**src/verilog/angle_pwm_pkg.sv**
```systemverilog
package angle_pwm_pkg;

    // clock and output period timing
    localparam int CLK_PERIOD_NS = 40;
    localparam int BASE_PERIOD_NS = 280000;
    localparam int BAND_PERIOD_NS = 40000;
    localparam int FINE_STEP_NS = 2500;
    localparam int BASE_PERIOD_CYC = BASE_PERIOD_NS / CLK_PERIOD_NS;
    localparam int BAND_PERIOD_CYC = BAND_PERIOD_NS / CLK_PERIOD_NS;
    localparam int FINE_STEP_HALF_CYC = (2 * FINE_STEP_NS) / CLK_PERIOD_NS;

    // widths
    localparam int ANGLE_W = 12;
    localparam int COEFF_W = 12;
    localparam int NUM_COEFF = 32;
    localparam int SEG_W = 5;
    localparam int FRAC_W = 7;
    localparam int PERIOD_W = 20;
    localparam int DUTY_W = 16;
    localparam int NUM_ERR = 12;
    localparam int PIPE_DEPTH = 3;

    // register byte offsets
    localparam logic [11:0] CTRL_OFS = 12'h000;
    localparam logic [11:0] STATUS_OFS = 12'h004;
    localparam logic [11:0] ANGLE_OFS = 12'h008;
    localparam logic [11:0] COEFF_BASE_OFS = 12'h080;
    localparam logic [11:0] COEFF_END_OFS = 12'h0FC;
    localparam logic [12:0] CTRL_RESET = 13'h0000;

    // control field positions
    localparam int CTRL_LIN_EN_BIT = 0;
    localparam int CTRL_SCALE_BIT = 1;
    localparam int CTRL_PEO_BIT = 2;
    localparam int CTRL_PES_BIT = 3;
    localparam int CTRL_BAND_LSB = 4;
    localparam int CTRL_FREQ_LSB = 7;
    localparam int CTRL_UVA_MASK_BIT = 11;
    localparam int CTRL_UVCC_MASK_BIT = 12;

    // duty codes in 1/65536 of a period
    localparam logic [DUTY_W-1:0] DUTY_MIN = 16'h0CCD;
    localparam logic [DUTY_W-1:0] DUTY_SPAN = 16'hE666;
    localparam logic [DUTY_W-1:0] ERR_DUTY [NUM_ERR] = '{
        16'h0CCD, 16'h1B33, 16'h299A, 16'h3800, 16'h4666, 16'h54CD,
        16'h6333, 16'h719A, 16'h8000, 16'h8E66, 16'h9CCD, 16'hAB33};

    // error source bit positions, index equals priority minus one
    localparam int E_WDOG = 0;
    localparam int E_OSC = 1;
    localparam int E_SELF = 2;
    localparam int E_PLL = 3;
    localparam int E_ZCROSS = 4;
    localparam int E_AVG = 5;
    localparam int E_SUPPLY = 6;
    localparam int E_WEAK = 7;
    localparam int E_MEM = 8;
    localparam int E_CLIP = 9;
    localparam int E_STRONG = 10;
    localparam int E_TEMP = 11;

    typedef struct packed {
        logic watchdog_timeout_error;
        logic oscillator_rate_error;
        logic self_check_failure;
        logic pll_locked;
        logic zero_cross_integrity_error;
        logic averaging_fault;
        logic supply_a_low;
        logic supply_cc_low;
        logic field_weak_error;
        logic memory_corrected_error;
        logic front_end_clip_error;
        logic field_strong_error;
        logic temperature_out_of_range;
    } err_in_t;

    typedef struct packed {
        logic uvcc_mask;
        logic uva_mask;
        logic [3:0] pwm_freq;
        logic [2:0] pwm_band;
        logic error_output_style;
        logic error_drives_output;
        logic correction_scale_select;
        logic lin_enable;
    } ctrl_t;

endpackage

```
**src/verilog/angle_pwm_out.sv**
```systemverilog
// Operation
// RL1 - watchdog error: priority 1, 5%, latched
// RL2 - oscillator 10.625%; self-check 16.25% latched
// RL3 - loop unlocked: 21.875% until lock reported
// RL4 - zero-cross error: 27.5% while present
// RL5 - averaging fault: 33.125% one period only
// RL6 - supply low: 38.75% while unmasked source
// RL7 - weak field: 44.375% until above threshold
// RL8 - memory corrected: 50% one period only
// RL9 - front-end clip: 55.625% while present
// RL10 - strong field: 61.25% until below threshold
// RL11 - temperature: lowest, 66.875% until in range
// RL12 - band and fine select set frequency
// RL13 - 32 coefficients, one per 11.25 degrees
// RL14 - correction is subtracted from angle
// RL15 - coefficients are 12-bit two's complement
// RL16 - scale bit picks 22.5 or 45 range
// RL17 - interpolate between neighbouring coefficients
// RL18 - bypass keeps identical pipeline latency
// RL19 - disabled correction ignores coefficient storage
// RL20 - duty 5% to 95%, fixed rising edges
// RL21 - errors gated; style 0 tri-states pin
// RL22 - style 1 halves frequency, shows code
// RL23 - last segment interpolates toward first, wraps
// RL24 - lowest priority number wins
//
// Design decisions made here: the APB interface to the registers and the register addresses.
`timescale 1ns/1ps
`default_nettype none

module angle_pwm_out
    import angle_pwm_pkg::*;
#(
    parameter int BASE_CYC = BASE_PERIOD_CYC,
    parameter int BAND_CYC = BAND_PERIOD_CYC
) (
    input wire logic ref_clk,
    input wire logic resetn,
    input wire logic psel,
    input wire logic penable,
    input wire logic pwrite,
    input wire logic [11:0] paddr,
    input wire logic [31:0] pwdata,
    output logic [31:0] prdata,
    output logic pready,
    output logic pslverr,
    input wire logic [ANGLE_W-1:0] angle_in,
    input wire logic angle_valid,
    input wire err_in_t err_in,
    output logic [ANGLE_W-1:0] angle_out,
    output logic angle_out_valid,
    output logic pwm_out,
    output logic pwm_oe
);

    // first active bit, index plus one; zero when none
    function automatic logic [3:0] first_error(input logic [NUM_ERR-1:0] v);
        logic [3:0] r;
        r = 4'h0;
        for (int i = NUM_ERR - 1; i >= 0; i--) begin
            if (v[i]) begin
                r = 4'(i + 1);
            end
        end
        return r;
    endfunction

    ctrl_t ctrl;
    logic [COEFF_W-1:0] coeff [NUM_COEFF];
    logic [NUM_ERR-1:0] err_hold;
    logic [NUM_ERR-1:0] err_active;
    logic [3:0] err_index;
    logic period_end;
    logic access;
    logic ctrl_hit;
    logic status_hit;
    logic angle_hit;
    logic coeff_hit;
    logic [4:0] coeff_sel;

    // apb decode, zero wait states
    assign access = psel & penable;
    assign ctrl_hit = (paddr == CTRL_OFS);
    assign status_hit = (paddr == STATUS_OFS);
    assign angle_hit = (paddr == ANGLE_OFS);
    assign coeff_hit = (paddr >= COEFF_BASE_OFS) && (paddr <= COEFF_END_OFS)
        && (paddr[1:0] == 2'b00);
    assign coeff_sel = paddr[6:2];
    assign pready = 1'b1;

    // unmapped or read-only writes answer with an error
    always_comb begin
        pslverr = 1'b0;
        if (access) begin
            if (pwrite) begin
                pslverr = !(ctrl_hit | coeff_hit);
            end else begin
                pslverr = !(ctrl_hit | status_hit | angle_hit | coeff_hit);
            end
        end
    end

    always_comb begin
        prdata = 32'h0000_0000;
        if (ctrl_hit) begin
            prdata = {19'h00000, ctrl};
        end else if (status_hit) begin
            prdata = {14'h0000, pwm_oe, err_index, 1'b0, err_active};
        end else if (angle_hit) begin
            prdata = {20'h00000, angle_out};
        end else if (coeff_hit) begin
            prdata = {{20{coeff[coeff_sel][COEFF_W-1]}}, coeff[coeff_sel]}; // [RL15]
        end
    end

    // control register
    always_ff @(posedge ref_clk) begin
        if (!resetn) begin
            ctrl <= ctrl_t'(CTRL_RESET);
        end else if (access && pwrite && ctrl_hit) begin
            ctrl <= ctrl_t'(pwdata[12:0]);
        end
    end

    // coefficient storage, kept even while correction is off
    always_ff @(posedge ref_clk) begin
        if (!resetn) begin
            for (int i = 0; i < NUM_COEFF; i++) begin
                coeff[i] <= '0;
            end
        end else if (access && pwrite && coeff_hit) begin
            coeff[coeff_sel] <= pwdata[COEFF_W-1:0]; // [RL13] [RL15]
        end
    end

    // ---- correction pipeline ----
    logic [PIPE_DEPTH-1:0] pipe_valid;
    logic [ANGLE_W-1:0] s1_angle;
    logic [ANGLE_W-1:0] s2_angle;
    logic [FRAC_W-1:0] s1_frac;
    logic signed [COEFF_W-1:0] s1_c0;
    logic signed [COEFF_W-1:0] s1_c1;
    logic signed [20:0] s2_interp;
    logic signed [COEFF_W:0] c_diff;
    logic signed [20:0] c_step;
    logic signed [21:0] corr;
    logic [21:0] diff;
    logic [SEG_W-1:0] seg;
    logic [SEG_W-1:0] seg_next;

    assign seg = angle_in[ANGLE_W-1:FRAC_W];
    assign seg_next = seg + 5'h01; // [RL23] 31 wraps to 0

    // stage 1: pick the two neighbouring coefficients
    always_ff @(posedge ref_clk) begin
        if (!resetn) begin
            s1_angle <= '0;
            s1_frac <= '0;
            s1_c0 <= '0;
            s1_c1 <= '0;
        end else begin
            s1_angle <= angle_in;
            s1_frac <= angle_in[FRAC_W-1:0];
            s1_c0 <= coeff[seg]; // [RL13]
            s1_c1 <= coeff[seg_next]; // [RL23]
        end
    end

    assign c_diff = 13'(s1_c1) - 13'(s1_c0);
    assign c_step = 21'(c_diff * $signed({1'b0, s1_frac}));

    // stage 2: interpolation, 7 fraction bits kept
    always_ff @(posedge ref_clk) begin
        if (!resetn) begin
            s2_angle <= '0;
            s2_interp <= '0;
        end else begin
            s2_angle <= s1_angle;
            s2_interp <= 21'($signed({s1_c0, 7'h00})) + c_step; // [RL17]
        end
    end

    // one coeff lsb is an eighth (or quarter) of an angle lsb
    always_comb begin
        if (!ctrl.lin_enable) begin
            corr = '0; // [RL19]
        end else if (ctrl.correction_scale_select) begin
            corr = {s2_interp, 1'b0}; // [RL16]
        end else begin
            corr = 22'(s2_interp); // [RL16]
        end
    end

    // rounding half lsb; truncation to 12 bits wraps the revolution
    assign diff = {s2_angle, 10'h000} - corr + 22'h000200; // [RL14] [RL23]

    // stage 3: bypass shares this stage, so latency never changes
    always_ff @(posedge ref_clk) begin
        if (!resetn) begin
            angle_out <= '0;
        end else begin
            angle_out <= diff[21:10]; // [RL18]
        end
    end

    always_ff @(posedge ref_clk) begin
        if (!resetn) begin
            pipe_valid <= '0;
        end else begin
            pipe_valid <= {pipe_valid[PIPE_DEPTH-2:0], angle_valid}; // [RL18]
        end
    end

    assign angle_out_valid = pipe_valid[PIPE_DEPTH-1];

    // ---- error collection ----
    // latched and one-shot sources; a new event beats the clear
    always_ff @(posedge ref_clk) begin
        if (!resetn) begin
            err_hold <= '0;
        end else begin
            for (int i = 0; i < NUM_ERR; i++) begin
                err_hold[i] <= err_hold[i];
            end
            // cleared as any error-showing period loads, so it shows at most once
            if (period_end && err_view) begin
                err_hold[E_AVG] <= 1'b0; // [RL5]
                err_hold[E_MEM] <= 1'b0; // [RL8]
            end
            if (err_in.watchdog_timeout_error) begin
                err_hold[E_WDOG] <= 1'b1; // [RL1]
            end
            if (err_in.self_check_failure) begin
                err_hold[E_SELF] <= 1'b1; // [RL2]
            end
            if (err_in.averaging_fault) begin
                err_hold[E_AVG] <= 1'b1; // [RL5]
            end
            if (err_in.memory_corrected_error) begin
                err_hold[E_MEM] <= 1'b1; // [RL8]
            end
        end
    end

    // level sources follow their condition directly
    always_comb begin
        err_active = '0;
        err_active[E_WDOG] = err_hold[E_WDOG]; // [RL1]
        err_active[E_OSC] = err_in.oscillator_rate_error; // [RL2]
        err_active[E_SELF] = err_hold[E_SELF]; // [RL2]
        err_active[E_PLL] = !err_in.pll_locked; // [RL3]
        err_active[E_ZCROSS] = err_in.zero_cross_integrity_error; // [RL4]
        err_active[E_AVG] = err_hold[E_AVG]; // [RL5]
        err_active[E_SUPPLY] = (err_in.supply_a_low & !ctrl.uva_mask)
            | (err_in.supply_cc_low & !ctrl.uvcc_mask); // [RL6]
        err_active[E_WEAK] = err_in.field_weak_error; // [RL7]
        err_active[E_MEM] = err_hold[E_MEM]; // [RL8]
        err_active[E_CLIP] = err_in.front_end_clip_error; // [RL9]
        err_active[E_STRONG] = err_in.field_strong_error; // [RL10]
        err_active[E_TEMP] = err_in.temperature_out_of_range; // [RL11]
    end

    assign err_index = first_error(err_active); // [RL24]

    // ---- pwm generator ----
    logic [PERIOD_W-1:0] cnt;
    logic [PERIOD_W-1:0] period_cur;
    logic [PERIOD_W-1:0] high_cur;
    logic [PERIOD_W-1:0] next_period;
    logic [PERIOD_W-1:0] base_period;
    logic [PERIOD_W-1:0] next_high;
    logic [DUTY_W-1:0] next_duty;
    logic [35:0] high_prod;
    logic [27:0] span_prod;
    logic err_view;
    logic next_oe;

    assign period_end = (cnt >= period_cur - 20'h00001);

    // frequency from band (coarse) and fine select
    always_comb begin
        base_period = PERIOD_W'(BASE_CYC)
            + PERIOD_W'(BAND_CYC << ctrl.pwm_band)
            + PERIOD_W'(((FINE_STEP_HALF_CYC << ctrl.pwm_band)
            * int'(ctrl.pwm_freq)) >> 1); // [RL12]
    end

    assign err_view = ctrl.error_drives_output && (err_index != 4'h0); // [RL21]
    assign span_prod = DUTY_SPAN * angle_out;

    // duty code and period for the coming cycle
    always_comb begin
        next_oe = 1'b1;
        next_period = base_period;
        next_duty = DUTY_MIN + span_prod[27:12]; // [RL20]
        if (err_view) begin
            if (ctrl.error_output_style) begin
                next_period = {base_period[PERIOD_W-2:0], 1'b0}; // [RL22]
                next_duty = ERR_DUTY[err_index - 4'h1]; // [RL22] [RL24]
            end else begin
                next_oe = 1'b0; // [RL21]
            end
        end
    end

    assign high_prod = next_period * next_duty;
    assign next_high = high_prod[35:16];

    // counter restarts each period, so rising edges stay fixed
    always_ff @(posedge ref_clk) begin
        if (!resetn) begin
            cnt <= '0;
            period_cur <= PERIOD_W'(BASE_CYC + BAND_CYC);
            high_cur <= '0;
            pwm_oe <= 1'b0;
        end else if (period_end) begin
            cnt <= '0;
            period_cur <= next_period;
            high_cur <= next_high; // [RL20]
            pwm_oe <= next_oe; // [RL21]
        end else begin
            cnt <= cnt + 20'h00001;
        end
    end

    // falling edge moves with duty; pin low until first period loads
    always_ff @(posedge ref_clk) begin
        if (!resetn) begin
            pwm_out <= 1'b0;
        end else if (period_end) begin
            pwm_out <= (next_high != '0); // [RL20]
        end else begin
            pwm_out <= (cnt + 20'h00001 < high_cur);
        end
    end

endmodule // angle_pwm_out

`default_nettype wire

```
**config.mk**
```make
export PLATFORM = sky130hd
export DESIGN_NAME = angle_pwm_out
export DESIGN_NICKNAME = d
export VERILOG_FILES = /design/src/verilog/angle_pwm_pkg.sv /design/src/verilog/angle_pwm_out.sv
export SDC_FILE = /design/constraint.sdc
export NUM_CORES = 2
export LEC_CHECK = 0
export BUFFER_PORTS_ARGS = -buffer_cell sky130_fd_sc_hd__buf_4
export CORE_MARGIN = 10
export CORE_UTILIZATION = 45
export DETAILED_ROUTE_END_ITERATION = 6
export REMOVE_ABC_BUFFERS = 1
export SLEW_MARGIN = 20
export SYNTH_ARGS = -nofsm -noshare
export SYNTH_HDL_FRONTEND = slang
export SYNTH_SLANG_ARGS = --single-unit
```
**constraint.sdc**
```tcl
create_clock -name ref_clk -period 12.3 [get_ports ref_clk]
set_clock_uncertainty 0.2 [all_clocks]
set_input_delay 0.615 -clock ref_clk [delete_from_list [all_inputs] [get_ports ref_clk]]
set_output_delay 0.615 -clock ref_clk [all_outputs]
set_load 0.01 [all_outputs]
```
==> Word level (Yosys, flattened, before mapping) <==
Memory sizes are Yosys's and may differ from the RTL's. A register that Yosys moved wholly into a read port is not among the register bits.
Cells that the tools add are included.
{ "totals": {"memories": 2, "romBits": 256, "reg_bits": 146, "ram_bits": 384, "elab_cells": 120} }
{ "memory_table": {"columns": ["memory", "depth", "width", "rd", "rd_clocked_by_memory_dff", "write_ports", "line_no", "rtl"], "rows": [
  ["coeff", 32, 12, 3, 2, 32, "angle_pwm_out.sv:69", "logic [COEFF_W-1:0] coeff [NUM_COEFF];"],
  ["(no name shown)", 16, 16, 1, 0, 0, "angle_pwm_out.sv:299", "next_duty = ERR_DUTY[err_index - 4'h1];"]
]} }
{ "classes": {"n_bitwise": 10, "n_addsub": 11, "n_reduce_logical": 22, "n_lt_le_gt_ge": 5, "muxes": 39, "eq_ne": 2, "shift": 2, "n_mul": 4} }
{ "op_table": {"columns": ["operator", "n"], "rows": [
  ["32-bit 2-to-1 mux", 4],
  ["16-bit 2-to-1 mux", 4],
  ["4-bit 2-to-1 mux", 12],
  ["20-bit 2-to-1 mux", 2],
  ["20-bit by 16-bit multiplier with 36-bit output", 1],
  ["32-bit by 5-bit multiplier with 21-bit output", 1],
  ["7-bit by 3-bit << shifter with 32-bit output (first input constant)", 1],
  ["15-bit by 12-bit multiplier with 27-bit output (first input constant)", 1],
  ["22-bit by 10-bit adder with 22-bit output (second input constant)", 1],
  ["22-bit 2-to-1 mux", 1],
  ["22-bit subtractor", 1],
  ["19-bit by 21-bit adder with 21-bit output", 1],
  ["13-bit by 8-bit multiplier with 21-bit output", 1],
  ["21-bit 2-to-1 mux", 1],
  ["14-bit by 20-bit adder with 20-bit output (first input constant)", 1],
  ["20-bit by 1-bit adder with 20-bit output (second input constant)", 1],
  ["20-bit adder", 1],
  ["20-bit >= comparator", 1],
  ["20-bit < comparator", 1],
  ["20-bit nonzero test", 1],
  ["10-bit by 3-bit << shifter with 20-bit output (first input constant)", 1],
  ["20-bit by 1-bit subtractor with 20-bit output (second input constant)", 1],
  ["12-bit by 16-bit adder with 16-bit output (first input constant)", 1],
  ["1-bit 2-to-1 mux", 13],
  ["22 further kinds", 41]
]} }

==> Logic depth before layout (Yosys ltp) <==
{ "logic_depth": {"word_depth": 22, "ltp_mapped": 59, "ltp_nobuf": 56} }

==> Worst setup path before layout <==
Ideal clock, no wire load.
{ "synth_path": {"path_kind": "register -> register", "from": "register ctrl[5] (netlist name)", "to": "register pwm_out", "path_slack_ps": -252, "required_ps": 11980, "t_arrival_ps": 12232, "synth_period_minus_slack_ps": 12552, "n_path_buf": 3, "stages_incl_launch_ff": 54, "cell_sequence": "dfxtp_1 > clkbuf_1 > nand2b_1 > nor2_1 > and2_1 > ha_1 > fa_1 > inv_1 > fa_1 > inv_1 > ha_1 > a21oi_1 > o21ai_0 > a21oi_1 > o21ai_0 > a21oi_1 > o21ai_0 > o41ai_1 > [18 not listed] > inv_1 > fa_1 > fa_1 > fa_1 > inv_1 > ha_1 > a21o_1 > a21oi_1 > o21a_1 > nand2_1 > o311a_1 > a211oi_2 > o31a_1 > xnor2_1 > or3_1 > nor3_1 > nand4_1 > o31a_1"} }
{ "synth_between": {"elab_chain_len": 8, "word_cells_on_any_way": 10} }
{ "synth_lines": {"columns": ["item", "line_no", "rtl"], "rows": [
  ["start, declared", "angle_pwm_out.sv:68", "ctrl_t ctrl;"],
  ["start signal, assigned", "angle_pwm_out.sv:119", "ctrl <= ctrl_t'(CTRL_RESET);"],
  ["start signal, assigned", "angle_pwm_out.sv:121", "ctrl <= ctrl_t'(pwdata[12:0]);"],
  ["7-bit by 3-bit << shifter with 32-bit output or 10-bit by 3-bit << shifter with 20-bit output (tied branches)", "angle_pwm_out.sv:284, angle_pwm_out.sv:283", null],
  ["32-bit by 5-bit multiplier with 21-bit output or 14-bit by 20-bit adder with 20-bit output (tied branches)", "angle_pwm_out.sv:285, angle_pwm_out.sv:283", null],
  ["20-bit adder *", "angle_pwm_out.sv:284", "+ PERIOD_W'(((FINE_STEP_HALF_CYC << ctrl.pwm_band)"],
  ["20-bit 2-to-1 mux", "angle_pwm_out.sv:297", "if (ctrl.error_output_style) begin"],
  ["20-bit 2-to-1 mux *", "angle_pwm_out.sv:296", "if (err_view) begin"],
  ["20-bit by 16-bit multiplier with 36-bit output *", "angle_pwm_out.sv:306", "assign high_prod = next_period * next_duty;"],
  ["20-bit nonzero test *", "angle_pwm_out.sv:331", "pwm_out <= (next_high != '0);"],
  ["1-bit 2-to-1 mux *", "angle_pwm_out.sv:330", "end else if (period_end) begin"],
  ["end signal, assigned", "angle_pwm_out.sv:331", null],
  ["end signal, assigned", "angle_pwm_out.sv:333", "pwm_out <= (cnt + 20'h00001 < high_cur);"],
  ["end, declared", "angle_pwm_out.sv:52", "output logic pwm_out,"]
]} }
Mark *: on every way between the ends. The rest lies on a longest branch, timed or not.
A chain may end at the register's enable or synchronous reset.

==> Worst setup path after layout <==
{ "layout_path": {"from": "register angle_out[10]", "to": "register pwm_out"} }
{ "layout_between": {"elab_chain_len": 7} }
{ "layout_lines": {"columns": ["item", "line_no", "rtl"], "rows": [
  ["start, declared", "angle_pwm_out.sv:50", "output logic [ANGLE_W-1:0] angle_out,"],
  ["start signal, assigned", "angle_pwm_out.sv:202", "angle_out <= diff[21:10];"],
  ["15-bit by 12-bit multiplier with 27-bit output *", "angle_pwm_out.sv:289", "assign span_prod = DUTY_SPAN * angle_out;"],
  ["12-bit by 16-bit adder with 16-bit output *", "angle_pwm_out.sv:295", "next_duty = DUTY_MIN + span_prod[27:12];"],
  ["16-bit 2-to-1 mux", "angle_pwm_out.sv:297", null],
  ["16-bit 2-to-1 mux *", "angle_pwm_out.sv:296", null],
  ["20-bit by 16-bit multiplier with 36-bit output *", "angle_pwm_out.sv:306", null],
  ["20-bit nonzero test *", "angle_pwm_out.sv:331", null],
  ["1-bit 2-to-1 mux *", "angle_pwm_out.sv:330", null]
]} }
Marked as above.

==> out/results.tsv <==
stage	metric	value	unit
run_status	status	finished clean	
worst_hold_path	min-delay worst type	primary input to register	
floorplan	die height	361	um
sta	final setup fails	0	
worst_hold_path	Hold Path Cell Cnt	3	
clock_tree	clock sinks	547	
route	DR vias	38270	
clock_tree	Clock Tree Buf Depth	3	
route	# DRC	0	
sta	final hold vios	0	
route	met1 wire length	63700	um
global_route	gr usage total	23.5	%
yosys	Post-synth EDFFs	384	
cells_and_area	Filler Cell Count	10240	
critical_path	worst r2r path cells	46	
cells_and_area	Final #Nets	5973	
sta	Final period util	98.0	%
sta	WHS	45.4	ps
global_route	largest net degree at the start of global routing	118	
critical_path	Worst Setup Start Kind	register	
yosys	Netlist cell types	93	
clock_tree	htree depth	2	
global_route	initial antenna violation count	4	
placement	DP HPWL	120000	um
route	Post-DRT Antenna Nets	0	
critical_path	CP Capture Type	register	
global_route	grt ovf	0	
clock_tree	CTS root buffer	clkbuf_16	
floorplan	starting density of the core	45.5	%
yosys	asr flop ratio synth	0	%
floorplan	Die Span X	361	um
floorplan	cell row count	124	
route	Iter 0 DRT Violations	3762	
cells_and_area	commonest non-fill, non-tap cell in the layout	inv_1	
yosys	Avg Cell Area, Syn	10.6	um2
clock_tree	Reg clk slew, reported paths	70	ps
clock_tree	Skew-Pair Late Insertion Delay	680	ps
placement	routability congestion estimate	1.00	
floorplan	placeable core region	115000	um2
route	first-pass detailed-route iteration total	6	
route	DR WL met3	16200	um
global_route	first-pass GRT wire length	235000	um
sta	RSZ-0062 raised after global routing	true	
cells_and_area	Area Overhead vs Synth	13.3	%
placement	PortBufs	103	
yosys	mapped cell area	52200	um2
placement	DP Worst Slack	-364	ps
sta	final setup margin	242	ps
floorplan	I/O pin count	124	
critical_path	Crit Path Category	register to register	
critical_path	Slowest-stage cell, CP	fa_1	
clock_tree	Num CTS Buffers	58	
critical_path	Critical Path Fanout Max	6	
yosys	Synth Register Bits	547	
floorplan	die area	130000	um2
run	max-capacitance violation count	0	
yosys	Main synth FF type	edfxtp_1	
yosys	Yosys Warn Count	0	
route	DR top layer	met5	
route	drt via density	5.72	
sta	Worst-Margin Slew	1050	ps
cells_and_area	layout cell share with drive strength beyond 1	19.9	%
route	Routed wire per std cell	23.4	um
yosys	part of the Yosys area used for sequential elements	28.3	%
critical_path	worst endpoint required time	12640	ps
cells_and_area	Final Util	51.6	%
route	Routed WL	156000	um
sta	normalized max-slew margin	29.8	%
sta	post-layout minimum cycle time	12060	ps
global_route	vias in the first global route	38002	
critical_path	largest stage delay on the critical path	600	ps
critical_path	Worst Path Arrival	12390	ps
sta	Max Clk Rate	82.9	MHz
yosys	Cells after Synth	4924	
placement	dpl cell area	56200	um2
critical_path	crit-path most repeated cell	fa_1	
clock_tree	CTS tree	built	
route	metal2 WL	69700	um
cells_and_area	leading cell types in the layout, fill and taps excluded	inv_1, and2_1, nand2_1, buf_4, fa_1	
cells_and_area	Design Area, Final	59200	um2
sta	Final Slew Violations	0	
==> final timing paths <==
path | startpoint | end | slack [ps]
min | err_in[3] | err_hold[8] | 50
min reg2reg | s1_angle[7] | s2_angle[7] | 230
max reg2reg | angle_out[10] | pwm_out | 240
max | angle_out[10] | pwm_out | 240
==> logic make-up (layout without fill, tap and decap cells) <==
group                      count (synthesis)  in the layout  synth area share (%)
xor gates and xnor gates                 148            148                  2.51
buffers and inverters                    942           1196                  6.90
muxes                                    418            418                  16.1
other                                      1              2               0.00718
DFF                                      547            547                  28.3
and+or+nand+nor                         1554           1554                  15.3
adders and majority gates                770            770                  24.2
AOI/OAI and AO/OA                        544            544                  6.63
==> metrics by stage <==
step | std cells | TNS (ps)
after floorplan | 4621 | -316
after global placement | 6549 | -313
after detailed placement | 6549 | -683
after CTS | 6670 | 0
after global routing | 6690 | -279
final | 6691 | 0
==> state kept, by name, indices dropped and copies added, names as in the netlist <==
register,flops
pwm_oe,1
s2_interp,21
pipe_valid,3
high_cur,20
pwm_out,1
s2_angle,12
angle_out,12
s1_c0,12
period_cur,20
s1_angle,12
ctrl,13
err_hold,4
s1_c1,12
cnt,20
coeff,384
==> layer usage <==
| layer | vias to the layer above | track usage [%] |
|---|---|---|
| met5 | - | 0 |
| met4 | 2 | 8.83 |
| met3 | 257 | 6.25 |
| met2 | 1648 | 36.4 |
| met1 | 19134 | 31.4 |
| li1 | 17229 | - |
==> final cells by class <==
type	count	area (um2)	share of cell area, %
flip-flops and latches	547	14800	25.0
inverters	639	2400	4.05
multi-input cells	3435	34600	58.4
diodes	1	2.50	0.00423
clock buffers	80	1640	2.77
clock inverters	29	337	0.569
well taps	1512	1890	3.20
repair buffers	448	3560	6.01
==> critical path: cells and delay by family, from the launching register on <==
kind	cells	cell delay, ps
and+or+nand+nor	12	2180
AOI/OAI and AO/OA	9	1830
DFF	1	340
adders and majority gates	13	5800
buffers and inverters	9	980
xor gates and xnor gates	3	610
==> synthesized netlist by cell type, types with 6 or more instances <==
cell type	number	share of area [%]
o21ai_0	149	1.4
o22a_1	6	0.10
nand3_1	41	0.39
or3_1	8	0.096
and2_1	589	7.1
nor4_1	12	0.14
nand3b_1	13	0.19
nor2b_1	35	0.42
dfxtp_1	163	6.2
a211oi_1	24	0.34
a21o_1	50	0.72
xnor2_1	99	1.7
o21ai_1	12	0.11
edfxtp_1	384	22
and3_1	54	0.65
a2111o_1	11	0.24
mux2i_1	66	1.3
nand2_1	426	3.1
nand4_1	12	0.14
o31ai_1	7	0.10
buf_4	15	0.22
mux4_2	337	15
a21oi_1	136	1.3
or2_2	14	0.17
nor2_1	251	1.8
ha_1	365	8.7
o22ai_1	22	0.26
o31a_1	6	0.10
mux2_2	15	0.32
buf_1	39	0.28
nor3_1	54	0.52
clkbuf_1	245	1.8
nand2b_1	19	0.23
a21boi_0	13	0.19
o211ai_1	8	0.11
o21a_1	21	0.30
a31oi_1	12	0.14
o21bai_1	13	0.19
fa_1	404	15
inv_1	638	4.6
xor2_1	47	0.79
==> repair_timing <==
action,CTS,global route
endpoints found under the setup margin,9,15
endpoints found under the hold margin,11,0
gates resized for setup,25,132
pin swaps,10,63
hold buffers,11,0
buffers inserted,1,20
Power is not shown: default switching activity piles up to over one toggle a cycle in this logic, so the estimate is an artifact.
